**src/shared/lcd_ctrl_pkg.sv**
```systemverilog
// register map, field layout and codes of the lcd control slice
package lcd_ctrl_pkg;

	// ---------------------------------------------------------------
	// register indexes; byte address is four times the index
	// ---------------------------------------------------------------
	localparam logic [29:0] IDX_DISPLAY = 30'h000050A0;
	localparam logic [29:0] IDX_DUTY    = 30'h000050A2;
	localparam logic [29:0] IDX_REG_CTL = 30'h000050A3;
	localparam logic [29:0] IDX_BOOST   = 30'h000050A4;
	localparam logic [29:0] IDX_MASK    = 30'h000050A5;
	localparam logic [29:0] IDX_FLAG    = 30'h000050A6;

	// ---------------------------------------------------------------
	// field positions
	// ---------------------------------------------------------------
	localparam int POS_HEAVY_LOAD = 4;
	localparam int POS_SRC_SEL    = 1;
	localparam int POS_BOOST_ON   = 0;
	localparam int POS_FRAME      = 0;

	// ---------------------------------------------------------------
	// codes and reset values
	// ---------------------------------------------------------------
	typedef enum logic [1:0] {
		DUTY_RSV0 = 2'h0,
		DUTY_16   = 2'h1,
		DUTY_32   = 2'h2,
		DUTY_RSV3 = 2'h3
	} duty_t;

	typedef enum logic [1:0] {
		DISP_OFF     = 2'h0,
		DISP_NORMAL  = 2'h1,
		DISP_ALL_ON  = 2'h2,
		DISP_ALL_OFF = 2'h3
	} display_t;

	localparam duty_t    DUTY_RESET    = DUTY_32;
	localparam display_t DISPLAY_RESET = DISP_OFF;
	localparam logic     BIT_RESET     = 1'b0;

	// ---------------------------------------------------------------
	// active electrode counts per duty
	// ---------------------------------------------------------------
	localparam int COM_MAX  = 32;
	localparam int SEG_MAX  = 88;
	localparam int COM_D32  = 32;
	localparam int SEG_D32  = 72;
	localparam int COM_D16  = 16;
	localparam int SEG_D16  = 88;

	localparam logic [1:0]  HTRANS_NONSEQ_BIT = 2'h2;
	localparam logic [31:0] WORD_ZERO         = 32'h00000000;

endpackage

```
**src/rtl/duty_decode.sv**
```systemverilog
// registered common and segment enable masks from the duty code
module duty_decode
	import lcd_ctrl_pkg::*;
#(
	parameter int NCOM = COM_MAX,
	parameter int NSEG = SEG_MAX
) (
	// clock and reset
	input  wire logic            hclk,
	input  wire logic            hresetn,
	// duty code in
	input  wire duty_t           duty,
	// electrode enables out
	output logic [NCOM-1:0]      com_en,
	output logic [NSEG-1:0]      seg_en
);

	int ncom;
	int nseg;

	always_comb begin
		ncom = 0;
		nseg = 0;
		unique case (duty)
			DUTY_32: begin
				ncom = COM_D32;
				nseg = SEG_D32;
			end
			DUTY_16: begin
				ncom = COM_D16;
				nseg = SEG_D16;
			end
			// reserved codes drive nothing
			DUTY_RSV0, DUTY_RSV3: begin
				ncom = 0;
				nseg = 0;
			end
		endcase
	end

	always_ff @(posedge hclk or negedge hresetn) begin
		if (!hresetn) begin
			com_en <= '0;
			seg_en <= '0;
		end else begin
			for (int i = 0; i < NCOM; i++) begin
				com_en[i] <= (i < ncom);
			end
			for (int j = 0; j < NSEG; j++) begin
				seg_en[j] <= (j < nseg);
			end
		end
	end

endmodule

```
**src/rtl/lcd_ctrl.sv**
```systemverilog
// lcd driver control slice: duty, regulator, booster, frame interrupt
//
// Overview of operation
// - duty code 2 gives 32 commons/72 segments, 1 gives 16/88, reset 2.
// - regulator control bit 4 turns heavy-load protection on; reset 0.
// - booster control bit 1 picks boosted supply (1) or main supply (0).
// - booster control bit 0 turns the voltage booster on; reset 0.
// - mask bit 0 lets the frame interrupt through when set; reset 0.
// - every rising edge of the frame signal sets the frame flag.
// - interrupt output is high one cycle after flag and enable are both set.
// - writing 1 clears the flag, writing 0 keeps it; reads show pending and clear it.
// - sleep leaves the display field alone; software turns it off first.
// - display field: 0 off, 1 normal, 2 all on, 3 all off; reset 0.
module lcd_ctrl
	import lcd_ctrl_pkg::*;
#(
	parameter int NCOM = COM_MAX,
	parameter int NSEG = SEG_MAX
) (
	// clock and reset
	input  wire logic            hclk,
	input  wire logic            hresetn,
	// ahb-lite slave
	input  wire logic            hsel,
	input  wire logic [31:0]     haddr,
	input  wire logic [1:0]      htrans,
	input  wire logic            hwrite,
	input  wire logic [2:0]      hsize,
	input  wire logic            hready,
	input  wire logic [31:0]     hwdata,
	output logic      [31:0]     hrdata,
	output logic                 hreadyout,
	output logic                 hresp,
	// frame timing from the drive sequencer
	input  wire logic            frame_sig,
	// interrupt to the controller
	output logic                 irq,
	// analog and drive controls
	output display_t             display_mode,
	output logic                 drive_voltage_en,
	output logic                 heavy_load_protect,
	output logic                 regulator_source_sel,
	output logic                 booster_on,
	output logic [NCOM-1:0]      com_en,
	output logic [NSEG-1:0]      seg_en
);

	// ---------------------------------------------------------------
	// register state
	// ---------------------------------------------------------------
	display_t                    display_control_field;
	duty_t                       drive_duty_sel;
	logic                        frame_irq_enable;
	logic                        frame_irq_flag;
	logic                        frame_prev_reg;

	// ---------------------------------------------------------------
	// bus address phase
	// ---------------------------------------------------------------
	logic                        take;
	logic                        wr_pend_reg;
	logic [29:0]                 wr_idx_reg;
	logic                        do_write;
	logic                        rd_flag_now;
	logic [7:0]                  rd_byte;

	// zero wait states: a transfer is taken when hready is seen high
	assign take = hsel && htrans[1] && hready;

	always_ff @(posedge hclk or negedge hresetn) begin
		if (!hresetn) begin
			wr_pend_reg <= 1'b0;
			wr_idx_reg  <= '0;
		end else begin
			wr_pend_reg <= take && hwrite;
			if (take) begin
				wr_idx_reg <= haddr[31:2];
			end
		end
	end

	// a write lands in its data phase, when hwdata stands
	assign do_write = wr_pend_reg;

	// size is unused: only whole-word transfers reach this slave
	logic                        unused_ok;
	assign unused_ok = &hsize;

	// ---------------------------------------------------------------
	// display control
	// ---------------------------------------------------------------
	// no sleep input: entering sleep never touches this field, so
	// software must switch the display off first
	always_ff @(posedge hclk or negedge hresetn) begin
		if (!hresetn) begin
			display_control_field <= DISPLAY_RESET;
		end else if (do_write && wr_idx_reg == IDX_DISPLAY) begin
			// the clock-start ordering is left to software
			display_control_field <= display_t'(hwdata[1:0]);
		end
	end

	// ---------------------------------------------------------------
	// drive duty
	// ---------------------------------------------------------------
	always_ff @(posedge hclk or negedge hresetn) begin
		if (!hresetn) begin
			drive_duty_sel <= DUTY_RESET;
		end else if (do_write && wr_idx_reg == IDX_DUTY) begin
			drive_duty_sel <= duty_t'(hwdata[1:0]);
		end
	end

	duty_decode #(
		.NCOM (NCOM),
		.NSEG (NSEG)
	) u_duty (
		.hclk    (hclk),
		.hresetn (hresetn),
		.duty    (drive_duty_sel),
		.com_en  (com_en),
		.seg_en  (seg_en)
	);

	// ---------------------------------------------------------------
	// regulator and booster
	// ---------------------------------------------------------------
	always_ff @(posedge hclk or negedge hresetn) begin
		if (!hresetn) begin
			heavy_load_protect <= BIT_RESET;
		end else if (do_write && wr_idx_reg == IDX_REG_CTL) begin
			heavy_load_protect <= hwdata[POS_HEAVY_LOAD];
		end
	end

	always_ff @(posedge hclk or negedge hresetn) begin
		if (!hresetn) begin
			regulator_source_sel <= BIT_RESET;
			booster_on           <= BIT_RESET;
		end else if (do_write && wr_idx_reg == IDX_BOOST) begin
			regulator_source_sel <= hwdata[POS_SRC_SEL];
			booster_on           <= hwdata[POS_BOOST_ON];
		end
	end

	// ---------------------------------------------------------------
	// frame interrupt
	// ---------------------------------------------------------------
	always_ff @(posedge hclk or negedge hresetn) begin
		if (!hresetn) begin
			frame_irq_enable <= BIT_RESET;
		end else if (do_write && wr_idx_reg == IDX_MASK) begin
			frame_irq_enable <= hwdata[POS_FRAME];
		end
	end

	always_ff @(posedge hclk or negedge hresetn) begin
		if (!hresetn) begin
			frame_prev_reg <= 1'b0;
		end else begin
			frame_prev_reg <= frame_sig;
		end
	end

	logic                        frame_rise;
	logic                        flag_wclr;

	assign frame_rise = frame_sig && !frame_prev_reg;
	assign flag_wclr  = do_write && wr_idx_reg == IDX_FLAG
		&& hwdata[POS_FRAME];
	// a taken read of the flag register clears it as well
	assign rd_flag_now = take && !hwrite && haddr[31:2] == IDX_FLAG;

	// set beats clear so an edge in the clearing cycle is kept
	always_ff @(posedge hclk or negedge hresetn) begin
		if (!hresetn) begin
			frame_irq_flag <= BIT_RESET;
		end else if (frame_rise) begin
			frame_irq_flag <= 1'b1;
		end else if (flag_wclr || rd_flag_now) begin
			frame_irq_flag <= 1'b0;
		end
	end

	// follows the flag and enable one cycle later
	always_ff @(posedge hclk or negedge hresetn) begin
		if (!hresetn) begin
			irq <= 1'b0;
		end else begin
			irq <= frame_irq_flag && frame_irq_enable;
		end
	end

	// ---------------------------------------------------------------
	// drive outputs
	// ---------------------------------------------------------------
	always_ff @(posedge hclk or negedge hresetn) begin
		if (!hresetn) begin
			display_mode     <= DISPLAY_RESET;
			drive_voltage_en <= 1'b0;
		end else begin
			display_mode     <= display_control_field;
			// display off stops the regulator feed
			drive_voltage_en <= display_control_field != DISP_OFF;
		end
	end

	// ---------------------------------------------------------------
	// read data
	// ---------------------------------------------------------------
	always_comb begin
		rd_byte = 8'h00;
		unique case (haddr[31:2])
			IDX_DISPLAY: begin
				rd_byte[1:0] = display_control_field;
			end
			IDX_DUTY: begin
				rd_byte[1:0] = drive_duty_sel;
			end
			IDX_REG_CTL: begin
				rd_byte[POS_HEAVY_LOAD] = heavy_load_protect;
			end
			IDX_BOOST: begin
				rd_byte[POS_SRC_SEL]  = regulator_source_sel;
				rd_byte[POS_BOOST_ON] = booster_on;
			end
			IDX_MASK: begin
				rd_byte[POS_FRAME] = frame_irq_enable;
			end
			IDX_FLAG: begin
				rd_byte[POS_FRAME] = frame_irq_flag;
			end
			default: begin
				rd_byte = 8'h00;
			end
		endcase
	end

	// reserved bits and unmapped words read as zero
	always_ff @(posedge hclk or negedge hresetn) begin
		if (!hresetn) begin
			hrdata <= WORD_ZERO;
		end else if (take && !hwrite) begin
			hrdata <= {24'h000000, rd_byte};
		end else if (take) begin
			hrdata <= WORD_ZERO;
		end
	end

	always_ff @(posedge hclk or negedge hresetn) begin
		if (!hresetn) begin
			hreadyout <= 1'b0;
			hresp     <= 1'b0;
		end else begin
			hreadyout <= 1'b1;
			hresp     <= 1'b0;
		end
	end

	// are software duties; the set-over-clear flag safe

endmodule

```
**config.mk**
```make
export PLATFORM = sky130hd
export DESIGN_NAME = lcd_ctrl
export DESIGN_NICKNAME = d
export VERILOG_FILES = /design/src/shared/lcd_ctrl_pkg.sv /design/src/rtl/duty_decode.sv /design/src/rtl/lcd_ctrl.sv
export SDC_FILE = /design/constraint.sdc
export NUM_CORES = 1
export LEC_CHECK = 0
export BUFFER_PORTS_ARGS = -buffer_cell sky130_fd_sc_hd__buf_2
export CORE_UTILIZATION = 40
export DETAILED_ROUTE_END_ITERATION = 10
export GPL_ROUTABILITY_DRIVEN = 0
export PLACE_DENSITY = 0.8
export REMOVE_ABC_BUFFERS = 1
export SETUP_SLACK_MARGIN = 0.15
export SLEW_MARGIN = 20
export SYNTH_ARGS = -nofsm -noshare
export SYNTH_HDL_FRONTEND = slang
export SYNTH_SLANG_ARGS = --single-unit
```
**constraint.sdc**
```tcl
create_clock -name hclk -period 4.45 [get_ports hclk]
set_input_delay 1.1125 -clock hclk [delete_from_list [all_inputs] [get_ports hclk]]
set_output_delay 1.1125 -clock hclk [all_outputs]
set_load 0.05 [all_outputs]
```
======== Word level (Yosys, flattened, before mapping) ========
Cells that the tools add are included.
storage, ports and cells
  memories kept ........................... 0
  bits in latches ......................... 0
  input bits .............................. 75
  output and inout port bits .............. 161
  word-level logic and storage cells ...... 183
  ROM bits ................................ 0
  register bits ........................... 198
  bits in writable memories ............... 0
operators by class
  shift-type cells ........................ 0
  multiply operators ...................... 0
  bitwise logic cells ..................... 0
  equal/unequal tests ..................... 15
  mux-type cells .......................... 9
  reductions and logical operators ........ 22
  order comparisons ....................... 120
  div/mod/pow operators ................... 0
  $add $sub $neg .......................... 0
operators with widths
  operator                number
  $lt A6 B32 Y1 const A   32
  $lt A7 B32 Y1 const A   32
  $lt A8 B32 Y1 const A   24
  $lt A5 B32 Y1 const A   16
  $eq A30 B15 Y1 const B  12
  $lt A4 B32 Y1 const A   8
  $pmux W32 S3            2
  $lt A3 B32 Y1 const A   4
  $lt A1 B32 Y1 const A   2
  $lt A2 B32 Y1 const A   2
  $mux W32                2
  $logic_and A1 B1 Y1     14
  $reduce_bool A2 Y1      3
  $pmux W1 S5             1
  $eq A2 B2 Y1 const B    2
  $mux W1                 3
  $pmux W1 S3             1
  $eq A2 B1 Y1 const B    1
  $logic_not A1 Y1        2
  $logic_not A2 Y1        1
  $reduce_or A2 Y1        1
  $logic_or A1 B1 Y1      1

======== Longest topological paths before layout ========
Gate-level depths: netlist (run 1).
  depth in word-level cells ............... 7
  gate-level depth with buffers ........... 5

======== By module ========
Synthesis (run 1) repeated with hierarchy kept, for this count alone.
unflattened totals
  cells, all modules ...................... 301
  area, all modules ....................... 3,300.7 µm²
by module, submodules not included
  module       times used  area an instance (µm²)  cells each  sequential area each (µm²)
  lcd_ctrl     1           2,311.0                 176         1,227.4
  duty_decode  1           989.7                   125         75.1

======== Least setup slack after synthesis (run 1) ========
No wires, ideal clock.
  path kind ............................... reg2out
  start point ............................. reg, netlist name u_duty.seg_en[71]
  end point ............................... out com_en[10]
  arrival ................................. 2.329 ns
  data required time ...................... 3.338 ns
  stages on the path, launching flop included .. 2
  buffers on the path ..................... 1
  setup slack ............................. 1.008 ns
  cell sequence ........................... dfrtp_1 buf_4
RTL lines
  element           line            source
  end: declaration  lcd_ctrl.sv:44  output logic [NCOM-1:0] com_en,

==> impl_metrics.csv, run 1 <==
group,metric,value,unit
cells_and_area,diodes,0,
die,io_pins,236,
clock_tree,clock_path_buffers,2,
cells_and_area,finish.net_count,441,
global_routing,grt_pass1_vias,1686,
clock_tree,clock_latency,0.30,ns
routing,drt-total-wl,5.75,mm
place,hpwl,4.59,mm
die,die_y,94.1,um
sta,finalCritPeriodShare,0.549,
critical_path,cp.required,3.34,ns
yosys,syn_inst,307,
critical_path,slowest_stage,"dfrtp_2",
sta,slew_viol_final,0,
clock_tree,clkSinkCount,52,
cells_and_area,largest_reg_flops,30,
routing,via_per_inst,4.25,
die,initial_core_util,0.413,
place,place_ws,1.75,ns
critical_path,critical_path_class,"reg -> out",
critical_path,startpoint_type,"register",
yosys,synth_warnings,0,
sta,finalHoldViolCount,0,
yosys,ys_seq_area_frac,0.384,
clock_tree,numCtsBuffers,5,
global_routing,gr-total-overflow,0,
outcome,status,"finished, final reports clean",
routing,wl_per_cell,12.2,um
sta,clock-skew-final,0.0101,ns
global_routing,globalRouteTotalUtil,0.131,
power_and_ir_drop,power.density,320,nW/um2
yosys,synth.largest_area_cell,"dfrtp_1",
clock_tree,hold_buffers,0,
cells_and_area,drive_gt1_frac,0.622,
global_routing,grt_pass1_wl,8.70,mm
clock_tree,cts_tree,"built",
clock_tree,clk_pin_slew,0.10,ns
clock_tree,post_cts_buffers,0,
sta,postLayoutSetupSlackWorst,2.01,ns
sta,setup_viol,0,
critical_path,cp_cell_sequence,"buf_12 -> buf_2",
sta,max_freq,0.409,GHz
place,portBuffers,170,
routing,drt_iter0_drc,72,
die,die-area,8860,um2
yosys,netlist.area_leader.share,0.376,
critical_path,slowest_delay,0.46,ns
routing,dr.pass1.iters,4,
power_and_ir_drop,leakagePower,2.05,nW
yosys,synth_area_leaders,"dfrtp_1 (38%), buf_4 (32%), mux2_2 (10%)",
power_and_ir_drop,ir_worst_vdd,169,uV
hold_path,hp-class,"reg -> reg",
sta,relSlewSlack,0.347,
run,maxCapViolations,0,
routing,vias,1998,
clock_tree,cts-resized-gates,0,
global_routing,grt_start_max_net_pins,89,
clock_tree,cts_root_buf,"clkbuf_8",
die,die_x,94.1,um
critical_path,arrival,1.33,ns
cells_and_area,postLayoutCellArea,3530,um2
cells_and_area,syn_to_final_growth,3.91,%
die,num_rows,33,
clock_tree,htree_levels,2,
sta,worstMarginPinSlew,0.976,ns
yosys,syn_area_per_cell,11.1,um2
routing,drc,0,
sta,fin_crit,2.44,ns
global_routing,antenna_found_initial,0,
routing,ant_nets,0,
place,placed_cell_area,3380,um2
sta,rsz0062_at_grt,"false",
critical_path,critPathMaxFanout,78,
yosys,netlist_area,3400,um2
yosys,synth.distinct_cells,37,
critical_path,end_kind,"output pin",
die,core-area,8220,um2
yosys,ys_ff_latch,52,
-- cell usage after synthesis (all sizes together) --
| master | number |
|---|---|
| a211oi | 1 |
| a31oi | 1 |
| and2 | 2 |
| and3 | 1 |
| and4bb | 1 |
| buf | 149 |
| clkbuf | 2 |
| conb | 2 |
| dfrtp | 51 |
| dfstp | 1 |
| ha | 2 |
| inv | 5 |
| mux2 | 37 |
| mux2i | 2 |
| mux4 | 1 |
| nand2 | 7 |
| nand2b | 3 |
| nand3 | 3 |
| nand4 | 5 |
| nor2 | 3 |
| nor2b | 1 |
| nor3 | 2 |
| nor4 | 12 |
| nor4b | 5 |
| nor4bb | 1 |
| o21ai | 3 |
| o31ai | 1 |
| or2 | 2 |
| or3 | 1 |
-- worst paths after layout --
kind,cells past startpoint,slack (ns),startpoint,endpoint
worst min register to register,0,0.45,display_control_field[0],display_mode[0]
min in group asynchronous,1,0.81,hresetn,wr_idx_reg[12]
worst max-delay path,2,2.01,u_duty.seg_en[71],seg_en[18]
worst max register to register,4,2.44,wr_idx_reg[3],heavy_load_protect
max in group asynchronous,2,2.84,hresetn,drive_duty_sel[1]
worst min-delay path,0,0.45,display_control_field[0],display_mode[0]
-- cell type report --
type	instances	area, um2
Inverter	5	18.8
Tap cell	105	131
Clock inverter	2	60.1
Clock buffer	6	72.6
Fill cell	801	4690
Timing Repair Buffer	172	878
Sequential cell	52	1300
Multi-Input combinational cell	128	1060
-- cell families after synthesis --
family,count (synthesis),share of synthesized area
AO/OA/AOI/OAI,6,0.0107
buffers and inverters,156,0.335
multiplexers,40,0.135
adder cells (fa/ha/maj),2,0.00737
AND/OR/NAND/NOR,49,0.126
other,2,0.00221
flip-flops,52,0.384
-- worst max-delay path: cells and delay by family (launching register included) --
family | cells | cell delay, ns
DFF | 1 | 0.46
buffers and inverters | 2 | 0.54
-- per-stage QoR --
stage	util	total power, mW	TNS (ns)	hold slack (ns)	instances
3_5_place_dp	0.411	0.761	0	0.451	461
2_1_floorplan	-	0.706	-2092.08	0.379	185
5_1_grt	0.429	1.19	0	0.488	470
3_3_place_gp	0.411	0.752	0	0.443	461
6_report	0.429	1.13	0	0.454	470
4_1_cts	0.427	1.14	0	0.470	469
-- metal layers --
metal / global-route usage / wire (um) / share of wire / vias up
met1: 0.170 / 2450 / 0.43 / 933
li1: - / - / - / 962
met4: 0.0462 / 50 / 0.0087 / 0
met2: 0.213 / 2890 / 0.50 / 101
met5: 0 / 0 / 0 / -
met3: 0.0283 / 356 / 0.062 / 2
-- power by group --
| part | leakage [nW] | total, mW | internal (mW) | switching (mW) |
|---|---|---|---|---|
| registers | 0.648 | 0.569 | 0.525 | 0.0440 |
| logic | 1.34 | 0.181 | 0.0719 | 0.109 |
| clock network | 0.0654 | 0.379 | 0.225 | 0.154 |
-- layout by cell type (no fill, tap or decap), types with 3 or more instances in the layout --
cell,instances
buf_2,170
clkbuf_8,5
conb_1,31
dfrtp_1,50
inv_1,5
mux2_1,6
mux2_2,31
nand2_1,7
nand2b_1,3
nand4_1,4
nor2_1,3
nor4_1,6
nor4_2,3
nor4_4,3
nor4b_4,3
o21ai_0,3
Note: power is estimated with default switching activity, not from simulation.
==> inputs of run 2 (changes only) <==
--- a/config.mk
+++ b/config.mk
@@ -6,7 +6,7 @@
 export NUM_CORES = 1
 export LEC_CHECK = 0
 export BUFFER_PORTS_ARGS = -buffer_cell sky130_fd_sc_hd__buf_2
-export CORE_UTILIZATION = 40
+export CORE_UTILIZATION = 38
 export DETAILED_ROUTE_END_ITERATION = 10
 export GPL_ROUTABILITY_DRIVEN = 0
 export PLACE_DENSITY = 0.8
==> constraint.sdc (replaced) <==
create_clock -name hclk -period 2.1 [get_ports hclk]
set_input_delay 0.525 -clock hclk [delete_from_list [all_inputs] [get_ports hclk]]
set_output_delay 0.525 -clock hclk [all_outputs]
set_load 0.05 [all_outputs]
==> run 2 against run 1 <==
Effect of this change:
- critical path depth rose by 2
- die area grew 5.2%
- non-clock buffer count up 3
- largest power group unchanged
==> impl_metrics.csv, run 2 (synthesized netlist as in run 1, its figures left out) <==
group,metric,value,unit
place,hpwl,4.78,mm
cells_and_area,layout_common_cells,"buf_2 (170), dfrtp_1 (50), mux2_2 (31), conb_1 (31), nand2_1 (7)",
critical_path,cp_cell_sequence,"nor4b_4 -> nand4_4 -> nor4_1 -> mux2_1",
die,io_pins,236,
global_routing,use_met1,0.152,
cells_and_area,syn_to_final_growth,4.50,%
sta,fin_hold_ws,0.207,ns
cells_and_area,finish.net_count,444,
sta,fin_crit,1.85,ns
power_and_ir_drop,power.total,2.26,mW
critical_path,reg2reg_slack,0.25,ns
place,placed_cell_area,3430,um2
global_routing,globalRouteTotalUtil,0.123,
critical_path,ff2ff_path_depth,4,
routing,via_per_inst,4.22,
critical_path,arrival,2.03,ns
global_routing,grt_start_max_net_pins,89,
power_and_ir_drop,leakagePower,2.06,nW
cells_and_area,largest_reg_flops,30,
sta,clock-skew-final,0.00739,ns
die,core-area,8680,um2
die,initial_core_util,0.391,
sta,relSlewSlack,0.628,
clock_tree,clock_latency,0.30,ns
sta,finalCritPeriodShare,0.879,
hold_path,hp-class,"in -> async",
cells_and_area,layout.area.seq,1300,um2
routing,drt_iter0_drc,54,
routing,drc,0,
routing,dr.pass1.iters,4,
power_and_ir_drop,power.density,637,nW/um2
routing,vias,2008,
critical_path,startpoint_type,"register",
sta,postLayoutSetupSlackWorst,0.253,ns
clock_tree,clkSinkCount,52,
critical_path,r2r_start,"wr_idx_reg[9]",
outcome,status,"finished, final reports clean",
cells_and_area,drive_gt1_frac,0.628,
place,place_ws,0.203,ns
cells_and_area,final_common_cell,"buf_2",
critical_path,r2r_end,"heavy_load_protect",
clock_tree,clk_pin_slew,0.09,ns
critical_path,slowest_stage,"dfrtp_1",
critical_path,cp_top_family,"simple AND/OR/NAND/NOR gates",
cells_and_area,fin_util,0.409,
die,die_y,96.5,um
cells_and_area,postLayoutCellArea,3550,um2
sta,finalHoldViolCount,0,
cells_and_area,diodes,0,
die,num_rows,34,
global_routing,use_met2,0.210,
clock_tree,cts_root_buf,"clkbuf_8",
clock_tree,cts_tree,"built",
clock_tree,clock_path_buffers,2,
place,portBuffers,170,
critical_path,end_kind,"register",
sta,worstMarginPinSlew,0.559,ns
sta,max_freq,0.541,GHz
clock_tree,numCtsBuffers,5,
critical_path,critical_path_class,"reg -> reg",
power_and_ir_drop,ir_worst_vdd,394,uV
global_routing,busiest_layer,"met2",
routing,ant_nets,0,
cells_and_area,fill_cells,843,
die,die-area,9320,um2
place,dpl.cell_count,467,
cells_and_area,final_cells,476,
global_routing,grt_use_met3,0.0258,
critical_path,critPathMaxFanout,6,
cells_and_area,multi_input_area,1070,um2
sta,setup_tns,0,ns
sta,setup_viol,0,
global_routing,grt_pass1_vias,1715,
run,maxCapViolations,0,
routing,drt-total-wl,5.92,mm
sta,rsz0062_at_grt,"false",
global_routing,antenna_found_initial,0,
clock_tree,htree_levels,2,
die,die_x,96.5,um
sta,slew_viol_final,0,
global_routing,gr-total-overflow,0,
global_routing,grt_pass1_wl,8.56,mm
critical_path,path_buf_inv,0,
critical_path,cp.required,2.29,ns
critical_path,slowest_delay,0.42,ns
routing,wl_per_cell,12.4,um
run 2: cell types whose count changed in the layout (fill, tap and decap cells not counted), sizes merged:
cell,previous run,this run
clkinv,0,1
bufinv,2,1
buf,172,175
run 2: how the worst max path moves through the flow:
| stage | from | to | cells after the start |
|---|---|---|---|
| 2_1_floorplan | u_duty.seg_en[71] | com_en[0] | 0 |
| 3_3_place_gp | hwrite | hrdata[1] | 5 |
| 3_5_place_dp | haddr[27] | hrdata[1] | 5 |
| 4_1_cts | wr_idx_reg[9] | frame_irq_enable | 4 |
| 5_1_grt | wr_idx_reg[9] | booster_on | 4 |
| 6_report | wr_idx_reg[9] | heavy_load_protect | 4 |
run 2: timing repair:
| item | in CTS | in global routing |
|---|---|---|
| endpoints found under the setup margin | 0 | 2 |
| gates resized for setup | 0 | 1 |
| hold buffers | 0 | 0 |
| buffers inserted | 0 | 1 |
run 2: routing by layer:
metal  wire length (um)  part of all wire  vias to the layer above
met5                  0                 0                        -
met4                 85             0.014                        0
met3                286             0.048                        6
met2               3110              0.53                       92
met1               2430              0.41                      941
li1                   -                 -                      969
run 2: area by class of cell:
| type | count | share of cell area |
|---|---|---|
| multi-input combinational | 128 | 0.301 |
| clock buffer | 6 | 0.0205 |
| timing repair buffer | 175 | 0.257 |
| tap | 108 | 0.0381 |
| clock inverter | 2 | 0.00987 |
| sequential | 52 | 0.367 |
| inverter | 5 | 0.00529 |
run 2: report_power, final:
group	switching [mW]	internal [mW]	total, mW
combinational	0.235	0.156	0.391
sequential	0.0955	1.11	1.21
clock	0.307	0.354	0.661
total	0.638	1.62	2.26
run 2: worst reg2reg max path: cells and delay by family (launching register included):
kind             cells  cell delay [ns]
multiplexers         1             0.35
AND/OR/NAND/NOR      3             0.97
flip-flops           1             0.42
